==> src/teletext_timing_map.svh <==
// Subaddresses, field positions, reset values and timing counts of the teletext timing bank
`ifndef TELETEXT_TIMING_MAP_SVH
`define TELETEXT_TIMING_MAP_SVH

`define ADDR_EDGE_MSBS      8'h72
`define ADDR_REQ_START      8'h73
`define ADDR_DATA_DELAY     8'h74
`define ADDR_ADV_SHIFT      8'h75
`define ADDR_ODD_FIRST      8'h76
`define ADDR_ODD_LAST       8'h77
`define ADDR_EVEN_FIRST     8'h78
`define ADDR_EVEN_LAST      8'h79
`define ADDR_ACTIVE_LOW     8'h7A
`define ADDR_LINE_MSBS      8'h7C

`define EDGE_RSVD_HI        7
`define EDGE_END_MSB        6
`define EDGE_END_LSB        4
`define EDGE_RSVD_LO        3
`define EDGE_START_MSB      2
`define EDGE_START_LSB      0
`define EDGE_WRITE_MASK     8'h77

`define ADV_MSB             7
`define ADV_LSB             3
`define VS_SHIFT_MSB        2
`define VS_SHIFT_LSB        0

`define MSB_ODD_FIRST       0
`define MSB_EVEN_FIRST      1
`define MSB_ODD_LAST        2
`define MSB_EVEN_LAST       3
`define MSB_ACTIVE          4
`define LINE_MSBS_MASK      8'h1F

`define RST_EDGE_MSBS       8'h00
`define RST_REQ_START       8'h42
`define RST_DATA_DELAY      8'h02
`define RST_ADV_SHIFT       8'h03
`define RST_ODD_FIRST       8'h05
`define RST_ODD_LAST        8'h16
`define RST_EVEN_FIRST      8'h04
`define RST_EVEN_LAST       8'h16
`define RST_ACTIVE_LOW      8'h00
`define RST_LINE_MSBS       8'h00

`define FIRST_OFS_M         10'h004
`define FIRST_OFS_OTHER     10'h001
`define LAST_OFS_M          10'h003
`define LAST_OFS_OTHER      10'h000

`define DATA_DELAY_MIN      8'h02
`define CSYNC_DEPTH         32
`define CSYNC_MAX_TAP       5'h1F
`define VS_DEPTH            8
`define SAMPLE_DEPTH        257
`define WARM_CYCLES         6'h28

`endif

==> src/teletext_timing_pkg.sv <==
// Types shared by the teletext window and sync timing bank
package teletext_timing_pkg;

  typedef struct packed {
    logic [10:0] start;
    logic [10:0] stop;
  } timing_b_codes_type;

  typedef struct packed {
    logic [8:0] first;
    logic [8:0] last;
  } line_window_type;

  typedef struct packed {
    logic [9:0]  line;
    logic [10:0] pixel;
    logic        odd_field;
  } raster_pos_type;

  typedef enum logic [1:0] {
    REQ_IDLE = 2'b00,
    REQ_HIGH = 2'b01,
    REQ_LOW  = 2'b10
  } req_state_type;

endpackage

==> src/teletext_window_sync_timing.sv <==
// Teletext request, line window and sync timing configuration bank
// Notes on behaviour
// - edge bits 6..4 are end MSBs
// - edge bits 2..0 are start MSBs
// - request starts at programmed horizontal position
// - sample data programmed cycles after request rise
// - composite sync advanced 0 to 31 clocks
// - master mode delays vertical sync on timing output a by the 0 to 7 clock shift code
// - odd first line is code plus offset
// - odd last line is code plus offset
// - even first line is code plus offset
// - even last line is code plus offset
// - first active line is code plus offset
// - nine-bit codes join low and shared MSB
// - one teletext bit per request rising edge
`include "teletext_timing_map.svh"
module teletext_window_sync_timing #(
  parameter logic [8:0] BURST_BITS = 9'h168
) (
  input  wire logic                           clk,
  input  wire logic                           sys_rst,
  input  wire logic [7:0]                     reg_addr,
  input  wire logic [7:0]                     reg_wdata,
  input  wire logic                           reg_wr,
  input  wire logic                           reg_rd,
  output logic [7:0]                          reg_rdata,
  input  teletext_timing_pkg::raster_pos_type raster,
  input  wire logic                           field_rate_select,
  input  wire logic                           master_mode,
  input  wire logic                           rgb_sync_in,
  input  wire logic                           csync_in,
  input  wire logic                           vsync_in,
  input  wire logic                           teletext_data_in,
  output logic                                teletext_request_out,
  output logic                                teletext_bit,
  output logic                                teletext_bit_valid,
  output logic                                rgb_sync_out,
  output logic                                composite_sync_out,
  output logic                                timing_out_a,
  output logic                                timing_out_b,
  output logic [9:0]                          first_active_line
);
  import teletext_timing_pkg::*;

  localparam int NREGS = 9;
  localparam logic [7:0] RST_VALS [NREGS] = '{
    `RST_EDGE_MSBS, `RST_REQ_START, `RST_DATA_DELAY, `RST_ADV_SHIFT, `RST_ODD_FIRST,
    `RST_ODD_LAST, `RST_EVEN_FIRST, `RST_EVEN_LAST, `RST_ACTIVE_LOW};

  // Register bank
  logic [7:0] regs_q [NREGS];
  logic [7:0] regs_d [NREGS];
  logic [7:0] msbs_q;
  logic [7:0] msbs_d;
  logic [7:0] rdata_q;
  logic [7:0] rdata_d;
  logic [7:0] idx;
  logic       in_bank;

  always_comb begin
    idx     = reg_addr - `ADDR_EDGE_MSBS;
    in_bank = (reg_addr >= `ADDR_EDGE_MSBS) && (reg_addr <= `ADDR_ACTIVE_LOW);
    for (int i = 0; i < NREGS; i++) begin
      regs_d[i] = regs_q[i];
    end
    msbs_d = msbs_q;
    if (reg_wr && in_bank) begin
      regs_d[idx[3:0]] = reg_wdata;
      if (reg_addr == `ADDR_EDGE_MSBS) begin
        regs_d[0] = reg_wdata & `EDGE_WRITE_MASK;
      end
    end
    if (reg_wr && reg_addr == `ADDR_LINE_MSBS) begin
      msbs_d = reg_wdata & `LINE_MSBS_MASK;
    end
    rdata_d = rdata_q;
    if (reg_rd) begin
      if (in_bank) begin
        rdata_d = regs_q[idx[3:0]];
      end else if (reg_addr == `ADDR_LINE_MSBS) begin
        rdata_d = msbs_q;
      end else begin
        rdata_d = 8'h00;
      end
    end
  end

  always_ff @(posedge clk) begin
    if (sys_rst) begin
      for (int i = 0; i < NREGS; i++) begin
        regs_q[i] <= RST_VALS[i];
      end
      msbs_q  <= `RST_LINE_MSBS;
      rdata_q <= 8'h00;
    end else begin
      for (int i = 0; i < NREGS; i++) begin
        regs_q[i] <= regs_d[i];
      end
      msbs_q  <= msbs_d;
      rdata_q <= rdata_d;
    end
  end

  assign reg_rdata = rdata_q;

  // Combined codes
  timing_b_codes_type b_codes;
  line_window_type    windows [2];
  logic [7:0]         req_start;
  logic [7:0]         data_delay;
  logic [4:0]         adv;
  logic [2:0]         vs_shift;
  logic [8:0]         act_code;

  always_comb begin
    b_codes.stop  = {regs_q[0][`EDGE_END_MSB:`EDGE_END_LSB], 8'h00};
    b_codes.start = {regs_q[0][`EDGE_START_MSB:`EDGE_START_LSB], 8'h00};
    req_start     = regs_q[1];
    data_delay    = regs_q[2];
    adv           = regs_q[3][`ADV_MSB:`ADV_LSB];
    vs_shift      = regs_q[3][`VS_SHIFT_MSB:`VS_SHIFT_LSB];
    windows[0]    = '{first: {msbs_q[`MSB_ODD_FIRST], regs_q[4]},
                      last:  {msbs_q[`MSB_ODD_LAST], regs_q[5]}};
    windows[1]    = '{first: {msbs_q[`MSB_EVEN_FIRST], regs_q[6]},
                      last:  {msbs_q[`MSB_EVEN_LAST], regs_q[7]}};
    act_code      = {msbs_q[`MSB_ACTIVE], regs_q[8]};
  end

  // Low bytes of the edge codes sit in neighbouring registers outside this bank
  logic [7:0] b_start_low;
  logic [7:0] b_end_low;
  assign b_start_low = 8'h00;
  assign b_end_low   = 8'h00;

  timing_b_codes_type b_full;
  always_comb begin
    b_full.start = b_codes.start | {3'h0, b_start_low};
    b_full.stop  = b_codes.stop | {3'h0, b_end_low};
  end

  // Field windows, odd is entry 0
  logic [1:0] in_win;
  genvar g;
  generate
    for (g = 0; g < 2; g++) begin : g_win
      line_window_check u_win (
        .codes      (windows[g]),
        .m_system   (field_rate_select),
        .line       (raster.line),
        .first_line (),
        .last_line  (),
        .in_window  (in_win[g])
      );
    end
  endgenerate

  logic win_active;
  assign win_active = raster.odd_field ? in_win[0] : in_win[1];

  // First active line
  logic [9:0] act_d;
  logic [9:0] act_q;
  always_comb begin
    act_d = {1'b0, act_code} + (field_rate_select ? `FIRST_OFS_M : `FIRST_OFS_OTHER);
  end

  // Request generator: one short high pulse per bit so every bit has its own rising edge
  req_state_type state_q;
  req_state_type state_d;
  logic [8:0]    cnt_q;
  logic [8:0]    cnt_d;
  logic          done_q;
  logic          done_d;
  logic          req_q;
  logic          req_d;
  logic          rise_q;
  logic          rise_d;
  logic          start_hit;

  always_comb begin
    start_hit = (raster.pixel == {3'h0, req_start});
    state_d   = state_q;
    cnt_d     = cnt_q;
    done_d    = done_q;
    if (raster.pixel == 11'h000) begin
      done_d = 1'b0;
    end
    case (state_q)
      REQ_IDLE: begin
        if (start_hit && win_active && !done_q) begin
          state_d = REQ_HIGH;
          cnt_d   = 9'h001;
        end
      end
      REQ_HIGH: begin
        state_d = REQ_LOW;
      end
      REQ_LOW: begin
        if (cnt_q >= BURST_BITS || !win_active) begin
          state_d = REQ_IDLE;
          done_d  = 1'b1;
        end else begin
          state_d = REQ_HIGH;
          cnt_d   = cnt_q + 9'h001;
        end
      end
      default: begin
        state_d = REQ_IDLE;
      end
    endcase
    req_d  = (state_d == REQ_HIGH);
    rise_d = req_d && !req_q;
  end

  always_ff @(posedge clk) begin
    if (sys_rst) begin
      state_q <= REQ_IDLE;
      cnt_q   <= 9'h000;
      done_q  <= 1'b0;
      req_q   <= 1'b0;
      rise_q  <= 1'b0;
      act_q   <= 10'h000;
    end else begin
      state_q <= state_d;
      cnt_q   <= cnt_d;
      done_q  <= done_d;
      req_q   <= req_d;
      rise_q  <= rise_d;
      act_q   <= act_d;
    end
  end

  assign teletext_request_out = req_q;
  assign first_active_line    = act_q;

  // Bit sampling, the rise pulse lines up with the request edge
  teletext_sampler u_sampler (
    .clk        (clk),
    .sys_rst    (sys_rst),
    .req_rise   (rise_q),
    .data_delay (data_delay),
    .data_pin   (teletext_data_in),
    .bit_q      (teletext_bit),
    .valid_q    (teletext_bit_valid)
  );

  // Sync delay lines: RGB gets the full depth so composite sync can run ahead of it
  logic [`CSYNC_DEPTH-1:0] rgb_pipe_q;
  logic [`CSYNC_DEPTH-1:0] rgb_pipe_d;
  logic [`CSYNC_DEPTH-1:0] cs_pipe_q;
  logic [`CSYNC_DEPTH-1:0] cs_pipe_d;
  logic [`VS_DEPTH-1:0]    vs_pipe_q;
  logic [`VS_DEPTH-1:0]    vs_pipe_d;
  logic                    tob_q;
  logic                    tob_d;
  logic [4:0]              cs_tap;

  always_comb begin
    rgb_pipe_d = {rgb_pipe_q[`CSYNC_DEPTH-2:0], rgb_sync_in};
    cs_pipe_d  = {cs_pipe_q[`CSYNC_DEPTH-2:0], csync_in};
    vs_pipe_d  = {vs_pipe_q[`VS_DEPTH-2:0], vsync_in};
    cs_tap     = `CSYNC_MAX_TAP - adv;
    if (b_full.start <= b_full.stop) begin
      tob_d = (raster.pixel >= b_full.start) && (raster.pixel < b_full.stop);
    end else begin
      tob_d = (raster.pixel >= b_full.start) || (raster.pixel < b_full.stop);
    end
  end

  always_ff @(posedge clk) begin
    if (sys_rst) begin
      rgb_pipe_q <= '0;
      cs_pipe_q  <= '0;
      vs_pipe_q  <= '0;
      tob_q      <= 1'b0;
    end else begin
      rgb_pipe_q <= rgb_pipe_d;
      cs_pipe_q  <= cs_pipe_d;
      vs_pipe_q  <= vs_pipe_d;
      tob_q      <= tob_d;
    end
  end

  assign rgb_sync_out       = rgb_pipe_q[`CSYNC_DEPTH-1];
  assign composite_sync_out = cs_pipe_q[cs_tap];
  assign timing_out_a       = master_mode ? vs_pipe_q[vs_shift] : vs_pipe_q[0];
  assign timing_out_b       = tob_q;

  // Checks
  logic [5:0] warm_q;
  always_ff @(posedge clk) begin
    if (sys_rst) begin
      warm_q <= 6'h00;
    end else if (warm_q != `WARM_CYCLES) begin
      warm_q <= warm_q + 6'h01;
    end
  end
  logic warm;
  assign warm = (warm_q == `WARM_CYCLES);
endmodule // teletext_window_sync_timing

==> src/line_window_check.sv <==
// Line window decode of one field: first and last teletext line and membership test
`include "teletext_timing_map.svh"
module line_window_check (
  input  teletext_timing_pkg::line_window_type codes,
  input  wire logic                            m_system,
  input  wire logic [9:0]                      line,
  output logic [9:0]                           first_line,
  output logic [9:0]                           last_line,
  output logic                                 in_window
);
  import teletext_timing_pkg::*;

  always_comb begin
    first_line = {1'b0, codes.first} + (m_system ? `FIRST_OFS_M : `FIRST_OFS_OTHER);
    last_line  = {1'b0, codes.last} + (m_system ? `LAST_OFS_M : `LAST_OFS_OTHER);
    in_window  = (line >= first_line) && (line <= last_line);
  end

endmodule // line_window_check

==> src/teletext_sampler.sv <==
// Teletext data pin synchroniser and delayed sampling of one bit per request edge
`include "teletext_timing_map.svh"
module teletext_sampler (
  input  wire logic       clk,
  input  wire logic       sys_rst,
  input  wire logic       req_rise,
  input  wire logic [7:0] data_delay,
  input  wire logic       data_pin,
  output logic            bit_q,
  output logic            valid_q
);
  import teletext_timing_pkg::*;

  logic [`SAMPLE_DEPTH-1:0] edge_pipe_q;
  logic [`SAMPLE_DEPTH-1:0] edge_pipe_d;
  logic                     sync1_q;
  logic                     sync2_q;
  logic                     bit_d;
  logic                     valid_d;
  logic [8:0]               tap;

  // Edge pipe lets several requests be in flight when the delay exceeds the request period
  always_comb begin
    edge_pipe_d = {edge_pipe_q[`SAMPLE_DEPTH-2:0], req_rise};
    tap         = {1'b0, data_delay} + 9'h001;
    valid_d     = edge_pipe_q[tap];
    bit_d       = valid_d ? sync2_q : bit_q;
  end

  always_ff @(posedge clk) begin
    if (sys_rst) begin
      edge_pipe_q <= '0;
      sync1_q     <= 1'b0;
      sync2_q     <= 1'b0;
      bit_q       <= 1'b0;
      valid_q     <= 1'b0;
    end else begin
      edge_pipe_q <= edge_pipe_d;
      sync1_q     <= data_pin;
      sync2_q     <= sync1_q;
      bit_q       <= bit_d;
      valid_q     <= valid_d;
    end
  end

endmodule // teletext_sampler

==> config.mk <==
export PLATFORM = sky130hd
export DESIGN_NAME = teletext_window_sync_timing
export DESIGN_NICKNAME = d
export VERILOG_FILES = /design/src/teletext_timing_pkg.sv /design/src/teletext_window_sync_timing.sv /design/src/line_window_check.sv /design/src/teletext_sampler.sv
export VERILOG_INCLUDE_DIRS = /design/src
export SDC_FILE = /design/constraint.sdc
export NUM_CORES = 1
export LEC_CHECK = 0
export BUFFER_PORTS_ARGS = -buffer_cell sky130_fd_sc_hd__buf_2
export CAP_MARGIN = 10
export CORE_UTILIZATION = 35
export DETAILED_ROUTE_END_ITERATION = 8
export GPL_TIMING_DRIVEN = 0
export PLACE_DENSITY = 0.47
export REMOVE_ABC_BUFFERS = 1
export SLEW_MARGIN = 20
export SYNTH_ARGS = -nofsm -noshare
export SYNTH_HDL_FRONTEND = slang
export SYNTH_SLANG_ARGS = --single-unit
export TNS_END_PERCENT = 100
==> constraint.sdc <==
create_clock -name clk -period 9.8 [get_ports clk]
set_input_delay 1.96 -clock clk [delete_from_list [all_inputs] [get_ports clk]]
set_output_delay 1.96 -clock clk [all_outputs]
set_load 0.1 [all_outputs]
==> results of run 1 <==
==> metrics by stage <==
step	std cells	TNS (ns)	power (mW)	util (%)	cell area [sq um]
after floorplan	1568	0	1.92	-	17900
after global placement	2320	-17.75	1.99	37.0	19100
after detailed placement	2330	0	2.00	37.7	19400
after CTS	2411	0	3.77	40.6	20900
after global routing	2411	0	3.86	40.6	20900
final	2411	0	3.70	40.6	20900
==> cell type report <==
type / instances / area, sq um
inverter: 25 / 93.8
clock inverter: 13 / 145
tap: 680 / 851
timing repair buffer: 82 / 623
fill: 4983 / 30600
multi-input combinational: 1100 / 8970
clock buffer: 68 / 1370
sequential: 443 / 8870
==> logic make-up after synthesis <==
family,after synthesis,share of synthesized area [%]
compound gates,129,4.92
xor+xnor,47,2.37
fa+ha+maj,68,4.72
buf+inv,130,3.13
flops,443,48.3
mux,178,16.0
simple gates,678,20.5
==> cells in the mapped netlist (all sizes together) (24+ instances only) <==
library cell | instances | area share [%]
inv | 24 | 0.49
mux4 | 92 | 11
nand2 | 113 | 2.3
dfxtp | 443 | 48
xor2 | 26 | 1.3
mux2i | 84 | 4.6
buf | 30 | 1.1
a21oi | 27 | 0.76
nand3 | 44 | 1.3
ha | 66 | 4.5
nor2 | 93 | 1.9
nor2b | 339 | 12
clkbuf | 75 | 1.5
==> state kept, by name, summed over array words and instances, names as in the netlist, 8 cells and up <==
register	cells
cs_pipe_q	32
cnt_q	9
u_sampler.edge_pipe_q	257
reg_rdata	8
first_active_line	10
regs_q	72
rgb_pipe_q	32
vs_pipe_q	8
==> routing by layer <==
| layer | routed length [um] | global-route usage (%) | share of wire, % | up-vias |
|---|---|---|---|---|
| li1 | - | - | - | 5840 |
| met1 | 20900 | 22.9 | 50 | 5735 |
| met2 | 18000 | 24.1 | 44 | 163 |
| met3 | 1450 | 2.24 | 3.5 | 64 |
| met4 | 1060 | 5.40 | 2.6 | 0 |
| met5 | 0 | 0 | 0 | - |
==> critical path: stages <==
cell and delay [ns]:
buf_2 0.23, inv_1 0.24, ha_1 0.28, a31oi_1 0.44, and3b_1 0.25, xnor2_1 0.23
ha_1 0.29, a21o_1 0.16, a21o_1 0.16, a221o_1 0.34, a31oi_1 0.17, o32a_1 0.67
or2_1 0.38, a211oi_2 0.11
==> worst max path at each step <==
stage	from	end	slack [ns]	cells past startpoint
5_1_grt	field_rate_select	cnt_q[0]	4.07	15
2_1_floorplan	regs_q[2][0]	u_sampler.bit_q	3.77	9
3_3_place_gp	sys_rst	cnt_q[4]	-1.40	4
6_report	field_rate_select	cnt_q[0]	4.30	14
3_5_place_dp	field_rate_select	cnt_q[0]	3.67	15
4_1_cts	field_rate_select	cnt_q[0]	4.28	15
==> power breakdown <==
| group | leakage, nW | total, mW | switching [mW] | internal (mW) |
|---|---|---|---|---|
| combinational | 3.70 | 0.147 | 0.102 | 0.0453 |
| sequential | 3.57 | 1.81 | 0.00221 | 1.81 |
| clock | 0.751 | 1.75 | 0.723 | 1.02 |
| total | 8.02 | 3.70 | 0.827 | 2.87 |
==> metrics.md, run 1 <==
| Metric | Value |
|---|---|
| Status | `finished clean` |
| Grt total ovfl | `0` |
| Initial Util | `35.6%` |
| Average routed wire per standard cell | `roughly 17 um` |
| Final setup violation count | `0` |
| # clock sinks | `approximately 440` |
| Syn Std Cell Area | `18300 sq um` |
| Post-place setup slack | `3.67 ns` |
| HP Class | `reg2reg` |
| Buffer count from post-CTS setup fixing | `0` |
| Min-delay src | `rgb_pipe_q[5]` |
| Core Rows | `83` |
| Die Span Y | `231 um` |
| Final slew viol count | `0` |
| Via count | `about 12000` |
| Max cap viols | `0` |
| CTS Buf Count | `48` |
| Core area | `51500 sq um` |
| Seq cells post-synth | `443` |
| Routed wire length | `41500 um` |
| Syn Inst Count | `1673` |
| Ys async rst share | `0%` |
| Count of cell types in the netlist | `between 70 and 80` |
| Vias in the first global route | `11900` |
| Hold depth | `1` |
| Clock tree buffer depth | `3` |
| Area grow syn2layout | `14.0%` |
| Synth Warn # | `0` |
| Hold Path Sink | `rgb_pipe_q[6]` |
| Final Skew | `0.0113 ns` |
| Vias per inst | `4.90` |
| CTS root buf | `clkbuf_16` |
| Post-CTS sizing | `0` |
| R2r setup slk | `5.70 ns` |
| TritonCTS clock tree | `yes` |
| PortBufs | `72` |
| Share of cells above drive strength 1 | `16.0%` |
| CP required | `10.23 ns` |
| Post-synth top flop | `dfxtp_1` |
| Slew HR | `33.4%` |
| Startpoint types | `primary input` |
| Fin crit period | `5.50 ns` |
| DP HPWL | `approximately 27000 um` |
| Peak supply drop | `141 uV` |
| Power density cells | `177 nW/um^2` |
| Seq/Total Area, Yosys | `between 40% and 50%` |
| Final Cycle Share | `56.1%` |
| GPL Wtd Cong | `slightly below 0.8` |
| DR iter-0 viols | `703` |
| Drt first pass iters | `4` |
| Die area | `53300 sq um` |
| Final antenna diode count | `0` |
| R2R Path End | `cnt_q[0]` |
| Crit path max fanout | `15` |
| Setup crit end kind | `register` |
| Commonest cells after routing, fill and taps aside | `dfxtp_1 (442), nor2b_1 (338), nand2_1 (113)` |
| H-tree levels | `2` |
| Hold-fix buffers, CTS | `0` |
| Global-route wire length before repair | `67100 um` |
| Initial antenna violation count | `0` |
| FMAX | `182 MHz` |
| DIE WIDTH | `between 200 and 250 um` |
| Overall Global Routing Usage | `about 16%` |
| Clock transition at path regs | `0.06 ns` |
| Syn avg cell area | `11.0 sq um` |
| Final Hold Fails | `0` |
| Post-route DRC | `0` |
| IO Count | `73` |
| # nets final | `1816` |
| Clk_lat worst skew | `0.57 ns` |
| Setup ws final | `4.30 ns` |
| EDFF count, synth | `0` |
| R2r worst-path depth | `12` |
| Worst-Margin Slew | `0.996 ns` |
| Critical Path AT | `5.93 ns` |
| Kind of critical path | `in2reg` |
| Commonest non-fill, non-tap cell in the layout | `dfxtp_1` |
| RSZ-0062 raised after global routing | `false` |
| Hold_ws | `0.433 ns` |
| R2R Path Start | `regs_q[4][2]` |
| Antenna Nets Post-Route | `0` |
| Leak Pwr | `8.02 nW` |
| Largest net degree at the start of global routing | `98` |
Power figures use the tool's default switching activity.
==> inputs of run 2 (changes only) <==
--- a/config.mk
+++ b/config.mk
@@ -11,7 +11,7 @@
 export CORE_UTILIZATION = 35
 export DETAILED_ROUTE_END_ITERATION = 8
 export GPL_TIMING_DRIVEN = 0
-export PLACE_DENSITY = 0.47
+export PLACE_DENSITY = 0.49
 export REMOVE_ABC_BUFFERS = 1
 export SLEW_MARGIN = 20
 export SYNTH_ARGS = -nofsm -noshare
==> constraint.sdc (replaced) <==
create_clock -name clk -period 4.5 [get_ports clk]
set_input_delay 0.9 -clock clk [delete_from_list [all_inputs] [get_ports clk]]
set_output_delay 0.9 -clock clk [all_outputs]
set_load 0.1 [all_outputs]
==> run 2 against run 1 <==
Against the previous run: non-clock buffer count did not move; worst hold slack got worse by 0.0043 ns; flip-flop and latch count did not move; combinational power rose by 120%; count of clock-buffer cells in the layout fell by 1; core utilization rose by 0.12 points; total power rose by 120%; clock skew rose by 0.0049 ns.
==> metrics.md, run 2 (synthesized netlist as in run 1, its figures left out) <==
| Metric | Value |
|---|---|
| Largest net degree at the start of global routing | `112 (+14%)` |
| Critical Path AT | `4.69 ns (-1.24 ns)` |
| DP HPWL | `27000 um (-1.8%)` |
| Kind of critical path | `in2reg` |
| CP max-delay cell | `a31oi_1` |
| Final Hold Fails | `0 (unchanged)` |
| Leak Pwr | `8.04 nW (+0.30%)` |
| Buffer count from post-CTS setup fixing | `0 (unchanged)` |
| Final setup violation count | `0 (unchanged)` |
| Die area | `53300 sq um (unchanged)` |
| Slew HR | `32.1% (-1.3 points)` |
| GPL Wtd Cong | `0.795 (about the same)` |
| Peak supply drop | `274 uV (+95%)` |
| Biggest regs | `u_sampler.edge_pipe_q x257, regs_q x72` |
| Max reg flops | `257 (unchanged)` |
| Crit path max fanout | `15 (unchanged)` |
| DP Area | `19400 sq um (about the same)` |
| Power density cells | `389 nW/um^2 (+120%)` |
| H-tree levels | `2 (unchanged)` |
| Routed wire length | `40800 um (-1.5%)` |
| Initial Util | `35.6% (unchanged)` |
| Grt total ovfl | `0 (unchanged)` |
| CP required | `4.91 ns (-5.32 ns)` |
| Fin crit period | `4.28 ns` |
| Post-route DRC | `0 (unchanged)` |
| Buf/Inv on CP | `2 (unchanged)` |
| Worst-Margin Slew | `1.01 ns (+0.0183 ns)` |
| CTS root buf | `clkbuf_16` |
| Layout fillers | `5015 (+0.64%)` |
| Final antenna diode count | `0 (unchanged)` |
| Vias per inst | `4.89 (-0.11%)` |
| Hold-fix buffers, CTS | `0 (unchanged)` |
| DIE WIDTH | `231 um (unchanged)` |
| Setup crit end kind | `register` |
| Final Skew | `0.0162 ns (+0.00493 ns)` |
| Commonest non-fill, non-tap cell in the layout | `dfxtp_1` |
| Final Cycle Share | `95.1%` |
| IO Count | `73 (unchanged)` |
| Total power | `8.17 mW (+120%)` |
| # nets final | `1817 (+0.055%)` |
| # clock sinks | `443 (unchanged)` |
| Top reg by flops | `u_sampler.edge_pipe_q` |
| Clk_lat worst skew | `0.58 ns (about the same)` |
| Vias in the first global route | `11700 (-1.3%)` |
| Area grow syn2layout | `14.4%` |
| Crit-path leading delay family | `compound AO/OA/AOI/OAI gates` |
| Clock transition at path regs | `0.06 ns (about the same)` |
| Initial antenna violation count | `0 (unchanged)` |
| HP Class | `reg2reg` |
| Core Rows | `83 (unchanged)` |
| CTS Buf Count | `49 (+2.1%)` |
| Global-route wire length before repair | `66200 um (-1.4%)` |
| Status | `finished clean` |
| RSZ-0062 raised after global routing | `false` |
| Via count | `11800 (+0.093%)` |
| Design area | `21000 sq um (+0.30%)` |
| DR iter-0 viols | `596 (-15%)` |
| TritonCTS clock tree | `yes` |
| Drt first pass iters | `5 (+1)` |
| Share of cells above drive strength 1 | `16.4% (+0.41 points)` |
| Max cap viols | `0 (unchanged)` |
| FMAX | `about 230 MHz` |
| CP max stage delay | `0.44 ns (-0.23 ns)` |
| Core area | `51500 sq um (unchanged)` |
| Average routed wire per standard cell | `16.9 um (-1.7%)` |
| Crit path cell chain | `buf_2, inv_1, ha_1, a31oi_1, and3b_1, xnor2_1, ha_1, a21o_1, a21o_1, a221o_1, a31oi_1, o32a_2, or2_1, nor3_1` |
| Antenna Nets Post-Route | `0 (unchanged)` |
| Post-CTS sizing | `1 (+1)` |
| Overall Global Routing Usage | `15.7% (-0.16 points)` |
| Startpoint types | `primary input` |
| PortBufs | `72 (unchanged)` |
| Clock tree buffer depth | `3 (unchanged)` |
| Commonest cells after routing, fill and taps aside | `dfxtp_1 (442), nor2b_1 (338), nand2_1 (113)` |
| Final slew viol count | `0 (unchanged)` |
| Die Span Y | `231 um (unchanged)` |
==> run 2: worst paths after layout <==
check | from | to | slack, ns | cells after the start
worst max-delay path | field_rate_select | rise_q | 0.22 | 14
worst min-delay path | rgb_pipe_q[13] | rgb_pipe_q[14] | 0.43 | 1
worst max register to register | regs_q[4][2] | rise_q | 0.56 | 12
worst min register to register | rgb_pipe_q[13] | rgb_pipe_q[14] | 0.43 | 1
==> run 2: cell type report <==
class | instances | area [sq um] | share of cell area [%]
Tap cell | 680 | 851 | 4.05
Inverter | 25 | 93.8 | 0.447
Multi-Input combinational cell | 1100 | 8960 | 42.7
Clock inverter | 19 | 190 | 0.906
Sequential cell | 443 | 8870 | 42.3
Clock buffer | 67 | 1400 | 6.65
Timing Repair Buffer | 82 | 616 | 2.93
==> run 2: per-layer routing <==
metal	up-vias	GRT usage (%)	part of all wire, %
met5	-	0	0
met4	0	4.86	2.2
met3	63	3.20	4.2
met2	198	24.2	45
met1	5735	22.0	49
li1	5817	-	-
==> run 2: where the power goes <==
part | switching, mW | total, mW | internal, mW | leakage, nW
registers | 0.00495 | 3.94 | 3.93 | 3.57
logic | 0.221 | 0.320 | 0.0990 | 3.69
clock network | 1.62 | 3.91 | 2.29 | 0.778
total | 1.85 | 8.17 | 6.32 | 8.04
==> run 2: through the flow <==
stage | setup slack [ns] | TNS (ns) | instances | hold slack, ns | utilization [%]
4_1_cts | 0.208 | 0 | 2416 | 0.436 | 40.7
3_3_place_gp | -5.68 | -1104.24 | 2320 | 0.416 | 37.0
3_5_place_dp | -0.699 | -6.71 | 2330 | 0.422 | 37.6
2_1_floorplan | -1.53 | -2.98 | 1568 | 0.414 | -
6_report | 0.220 | 0 | 2416 | 0.428 | 40.7
5_1_grt | 0.0349 | 0 | 2416 | 0.453 | 40.7
==> inputs of run 3 (changes only) <==
--- a/config.mk
+++ b/config.mk
@@ -6,6 +6,7 @@
 export SDC_FILE = /design/constraint.sdc
 export NUM_CORES = 1
 export LEC_CHECK = 0
+export ABC_AREA = 1
 export BUFFER_PORTS_ARGS = -buffer_cell sky130_fd_sc_hd__buf_2
 export CAP_MARGIN = 10
 export CORE_UTILIZATION = 35
==> run 3 against run 2 <==
Against the previous run: synthesized area up 2.1%; critical endpoint is now cnt_q[0]; clock power grew 1%; sequential share of layout area shrank 0.91 points; largest power group is now the clock network; maximum frequency up 4.2%; register-to-register slack improved by 0.03 ns; die area is 2.1% higher; core utilization shrank 0.089 points.
==> metrics.md, run 3 <==
| Metric | Value |
|---|---|
| Status | `finished clean` |
| HP Class | `reg2reg` |
| Final setup violation count | `0 (unchanged)` |
| R2R Path Start | `regs_q[5][0]` |
| CP max-delay cell | `fa_1` |
| R2r worst-path depth | `20 (+8)` |
| Grt total ovfl | `0 (unchanged)` |
| DR iter-0 viols | `1054 (+77%)` |
| Global-route wire length before repair | `78000 um (+18%)` |
| CP required | `5.02 ns (+0.11 ns)` |
| Final Skew | `0.0103 ns (-0.00589 ns)` |
| Crit path max fanout | `13 (-2)` |
| Yosys top cell area share | `47.3% (-1.0 points)` |
| TritonCTS clock tree | `yes` |
| Final Hold Fails | `0 (unchanged)` |
| Setup crit end kind | `register` |
| Count of cell types in the netlist | `46 (-36%)` |
| # nets final | `2633 (+45%)` |
| Syn Inst Count | `2497 (+49%)` |
| Syn avg cell area | `7.50 sq um (-32%)` |
| R2r setup slk | `0.59 ns (+0.03 ns)` |
| Clock tree buffer depth | `3 (unchanged)` |
| Die Span Y | `233 um (+1.1%)` |
| DP Area | `19800 sq um (+2.1%)` |
| Worst setup path end | `cnt_q[0]` |
| Area grow syn2layout | `14.4% (about the same)` |
| Cell taking the most area after synthesis | `dfxtp_1` |
| Max reg flops | `257 (unchanged)` |
| CTS Buf Count | `48 (-2.0%)` |
| Worst-Margin Slew | `0.909 ns (-0.105 ns)` |
| DIE WIDTH | `233 um (+1.1%)` |
| Crit path launch | `field_rate_select` |
| Via count | `15500 (+31%)` |
| Biggest regs | `u_sampler.edge_pipe_q x257, regs_q x72` |
| Overall Global Routing Usage | `18.0% (+2.3 points)` |
| Antenna Nets Post-Route | `0 (unchanged)` |
| Final antenna diode count | `0 (unchanged)` |
| Ys async rst share | `0% (unchanged)` |
| Slew HR | `39.2% (+7.1 points)` |
| Core Rows | `84 (+1.2%)` |
| Peak supply drop | `262 uV (-4.2%)` |
| Most numerous cell in the Yosys netlist | `inv_1` |
| Seq/Total Area, Yosys | `47.3% (-1.0 points)` |
| Startpoint types | `primary input` |
| Synth Warn # | `0 (unchanged)` |
| Setup ws final | `0.392 ns (+0.171 ns)` |
| Clock transition at path regs | `0.06 ns (about the same)` |
| CTS root buf | `clkbuf_16` |
| Share of cells above drive strength 1 | `7.79% (-8.6 points)` |
| GPL Wtd Cong | `0.830 (+4.4%)` |
| Critical Path AT | `4.62 ns (-0.07 ns)` |
| R2R Path End | `cnt_q[0]` |
| Post-route DRC | `0 (unchanged)` |
| Final Util | `40.6% (-0.089 points)` |
| Final Cycle Share | `91.3% (-3.8 points)` |
| Leak Pwr | `8.54 nW (+6.2%)` |
| Top reg by flops | `u_sampler.edge_pipe_q` |
| Largest net degree at the start of global routing | `127 (+13%)` |
| EDFF count, synth | `0 (unchanged)` |
| Clk_lat worst skew | `0.58 ns (about the same)` |
| # clock sinks | `443 (unchanged)` |
| Post-synth top cells | `inv_1 (445), dfxtp_1 (443), nor2_1 (380), nand2_1 (305), nand3_1 (234)` |
| Final slew viol count | `0 (unchanged)` |
| H-tree levels | `2 (unchanged)` |
| Design area | `21400 sq um (+2.2%)` |
| Crit path cell chain | `clkbuf_4, clkinvlp_4, buf_4, fa_1, nor2_1, inv_1, nor3_1, xor2_1, ha_1, a21oi_1, nor2_1, a211oi_1, o211ai_1, nand2_1, nand2_1, o21ai_4, nand2_4, nor2_1, o21ai_0, nand2_1` |
| Post-place setup slack | `-0.824 ns (-0.125 ns)` |
| Post-synth top flop | `dfxtp_1` |
| Initial Util | `35.5% (-0.10 points)` |
| CP max stage delay | `0.46 ns (+0.02 ns)` |
| Routed wire length | `48500 um (+19%)` |
| Average routed wire per standard cell | `14.9 um (-12%)` |
| Vias in the first global route | `14600 (+25%)` |
| Main area contributors after synthesis | `dfxtp_1 (47%), inv_1 (8.9%), nor2_1 (7.6%)` |
| Commonest cells after routing, fill and taps aside | `inv_1 (442), dfxtp_1 (442), nor2_1 (380)` |
| Seq cells post-synth | `443 (unchanged)` |
| Syn Std Cell Area | `18700 sq um (+2.1%)` |
| Kind of critical path | `in2reg` |
| FMAX | `243 MHz (+4.2%)` |
| RSZ-0062 raised after global routing | `false` |
| Max cap viols | `0 (unchanged)` |
| Core area | `52800 sq um (+2.4%)` |
| Fin crit period | `4.11 ns (-0.171 ns)` |
| Power density cells | `383 nW/um^2 (-1.6%)` |
| Initial antenna violation count | `2 (+2)` |
| Drt first pass iters | `5 (unchanged)` |
| PortBufs | `72 (unchanged)` |
| Vias per inst | `4.78 (-2.2%)` |
| Hold_ws | `0.395 ns (-0.0338 ns)` |
| IO Count | `73 (unchanged)` |
| Die area | `54500 sq um (+2.1%)` |
| DP HPWL | `31500 um (+17%)` |
run 3: changes by cell type after synthesis, sizes merged, moves of 84 or more:
cell / delta
nor2b: -339
mux2i: -84
nor2: +293
inv: +427
o21ai: +114
mux4: -92
a21oi: +123
nand2: +194
nand3: +191
run 3: how the worst min path moves through the flow:
stage,end,from,depth (start not counted)
5_1_grt,rgb_pipe_q[20],rgb_pipe_q[19],2
6_report,rgb_pipe_q[15],rgb_pipe_q[14],2
4_1_cts,rgb_pipe_q[15],rgb_pipe_q[14],2
3_5_place_dp,rgb_pipe_q[16],rgb_pipe_q[15],2
3_3_place_gp,rgb_pipe_q[10],rgb_pipe_q[9],2
2_1_floorplan,rgb_pipe_q[10],rgb_pipe_q[9],2
run 3: repair_timing:
| action | CTS | global route |
|---|---|---|
| cloned | 0 | 0 |
| endpoints found under the hold margin | 0 | 0 |
| hold buffers | 0 | 0 |
| endpoints found under the setup margin | 11 | 13 |
| gates resized for setup | 2 | 4 |
| buffers inserted | 0 | 2 |
run 3: cells by family (layout without fill, tap and decap cells):
logic type      Yosys count  after routing  synth area share (%)
simple gates            970            970                  21.7
fa+ha+maj                68             68                  4.62
xor+xnor                 41             41                  2.04
buf+inv                 573            632                  11.9
flops                   443            443                  47.3
compound gates          402            402                  12.4
run 3: final cells by class:
cell class              instances  area, sq um
multi-input cells            1481         7700
inverters                     455         1720
repair buffers                 88          682
well taps                     688          861
clock inverters                13          108
fillers                      5517        31300
clock buffers                  76         1500
flip-flops and latches        443         8870
run 3: critical path: cells and delay by family:
| kind | cells | cell delay, ns |
|---|---|---|
| buf+inv | 4 | 0.69 |
| fa+ha+maj | 2 | 0.66 |
| xor+xnor | 1 | 0.12 |
| compound gates | 5 | 1.09 |
| simple gates | 8 | 1.14 |
run 3: report_power, final:
part | internal, mW | switching (mW)
Combinational | 0.0854 | 0.234
Sequential | 3.93 | 0.00398
Clock | 2.34 | 1.62
Total | 6.36 | 1.86
run 3: metal layers:
layer / wire [um] / track usage, % / part of all wire, % / vias to the layer above
met5: 34 / 0 / 0.070 / -
met4: 913 / 4.97 / 1.9 / 4
met3: 1960 / 2.61 / 4.0 / 77
met2: 22100 / 29.2 / 46 / 272
met1: 23500 / 24.7 / 48 / 7216
li1: - / - / - / 7938
run 3: stage by stage:
step                power [mW]  std cells  TNS (ns)
floorplan                 4.17       2379     -4.35
global placement          4.33       3139  -1031.88
detailed placement        4.34       3153     -8.61
CTS                       8.34       3242         0
global route              8.53       3244         0
finish                    8.22       3244         0
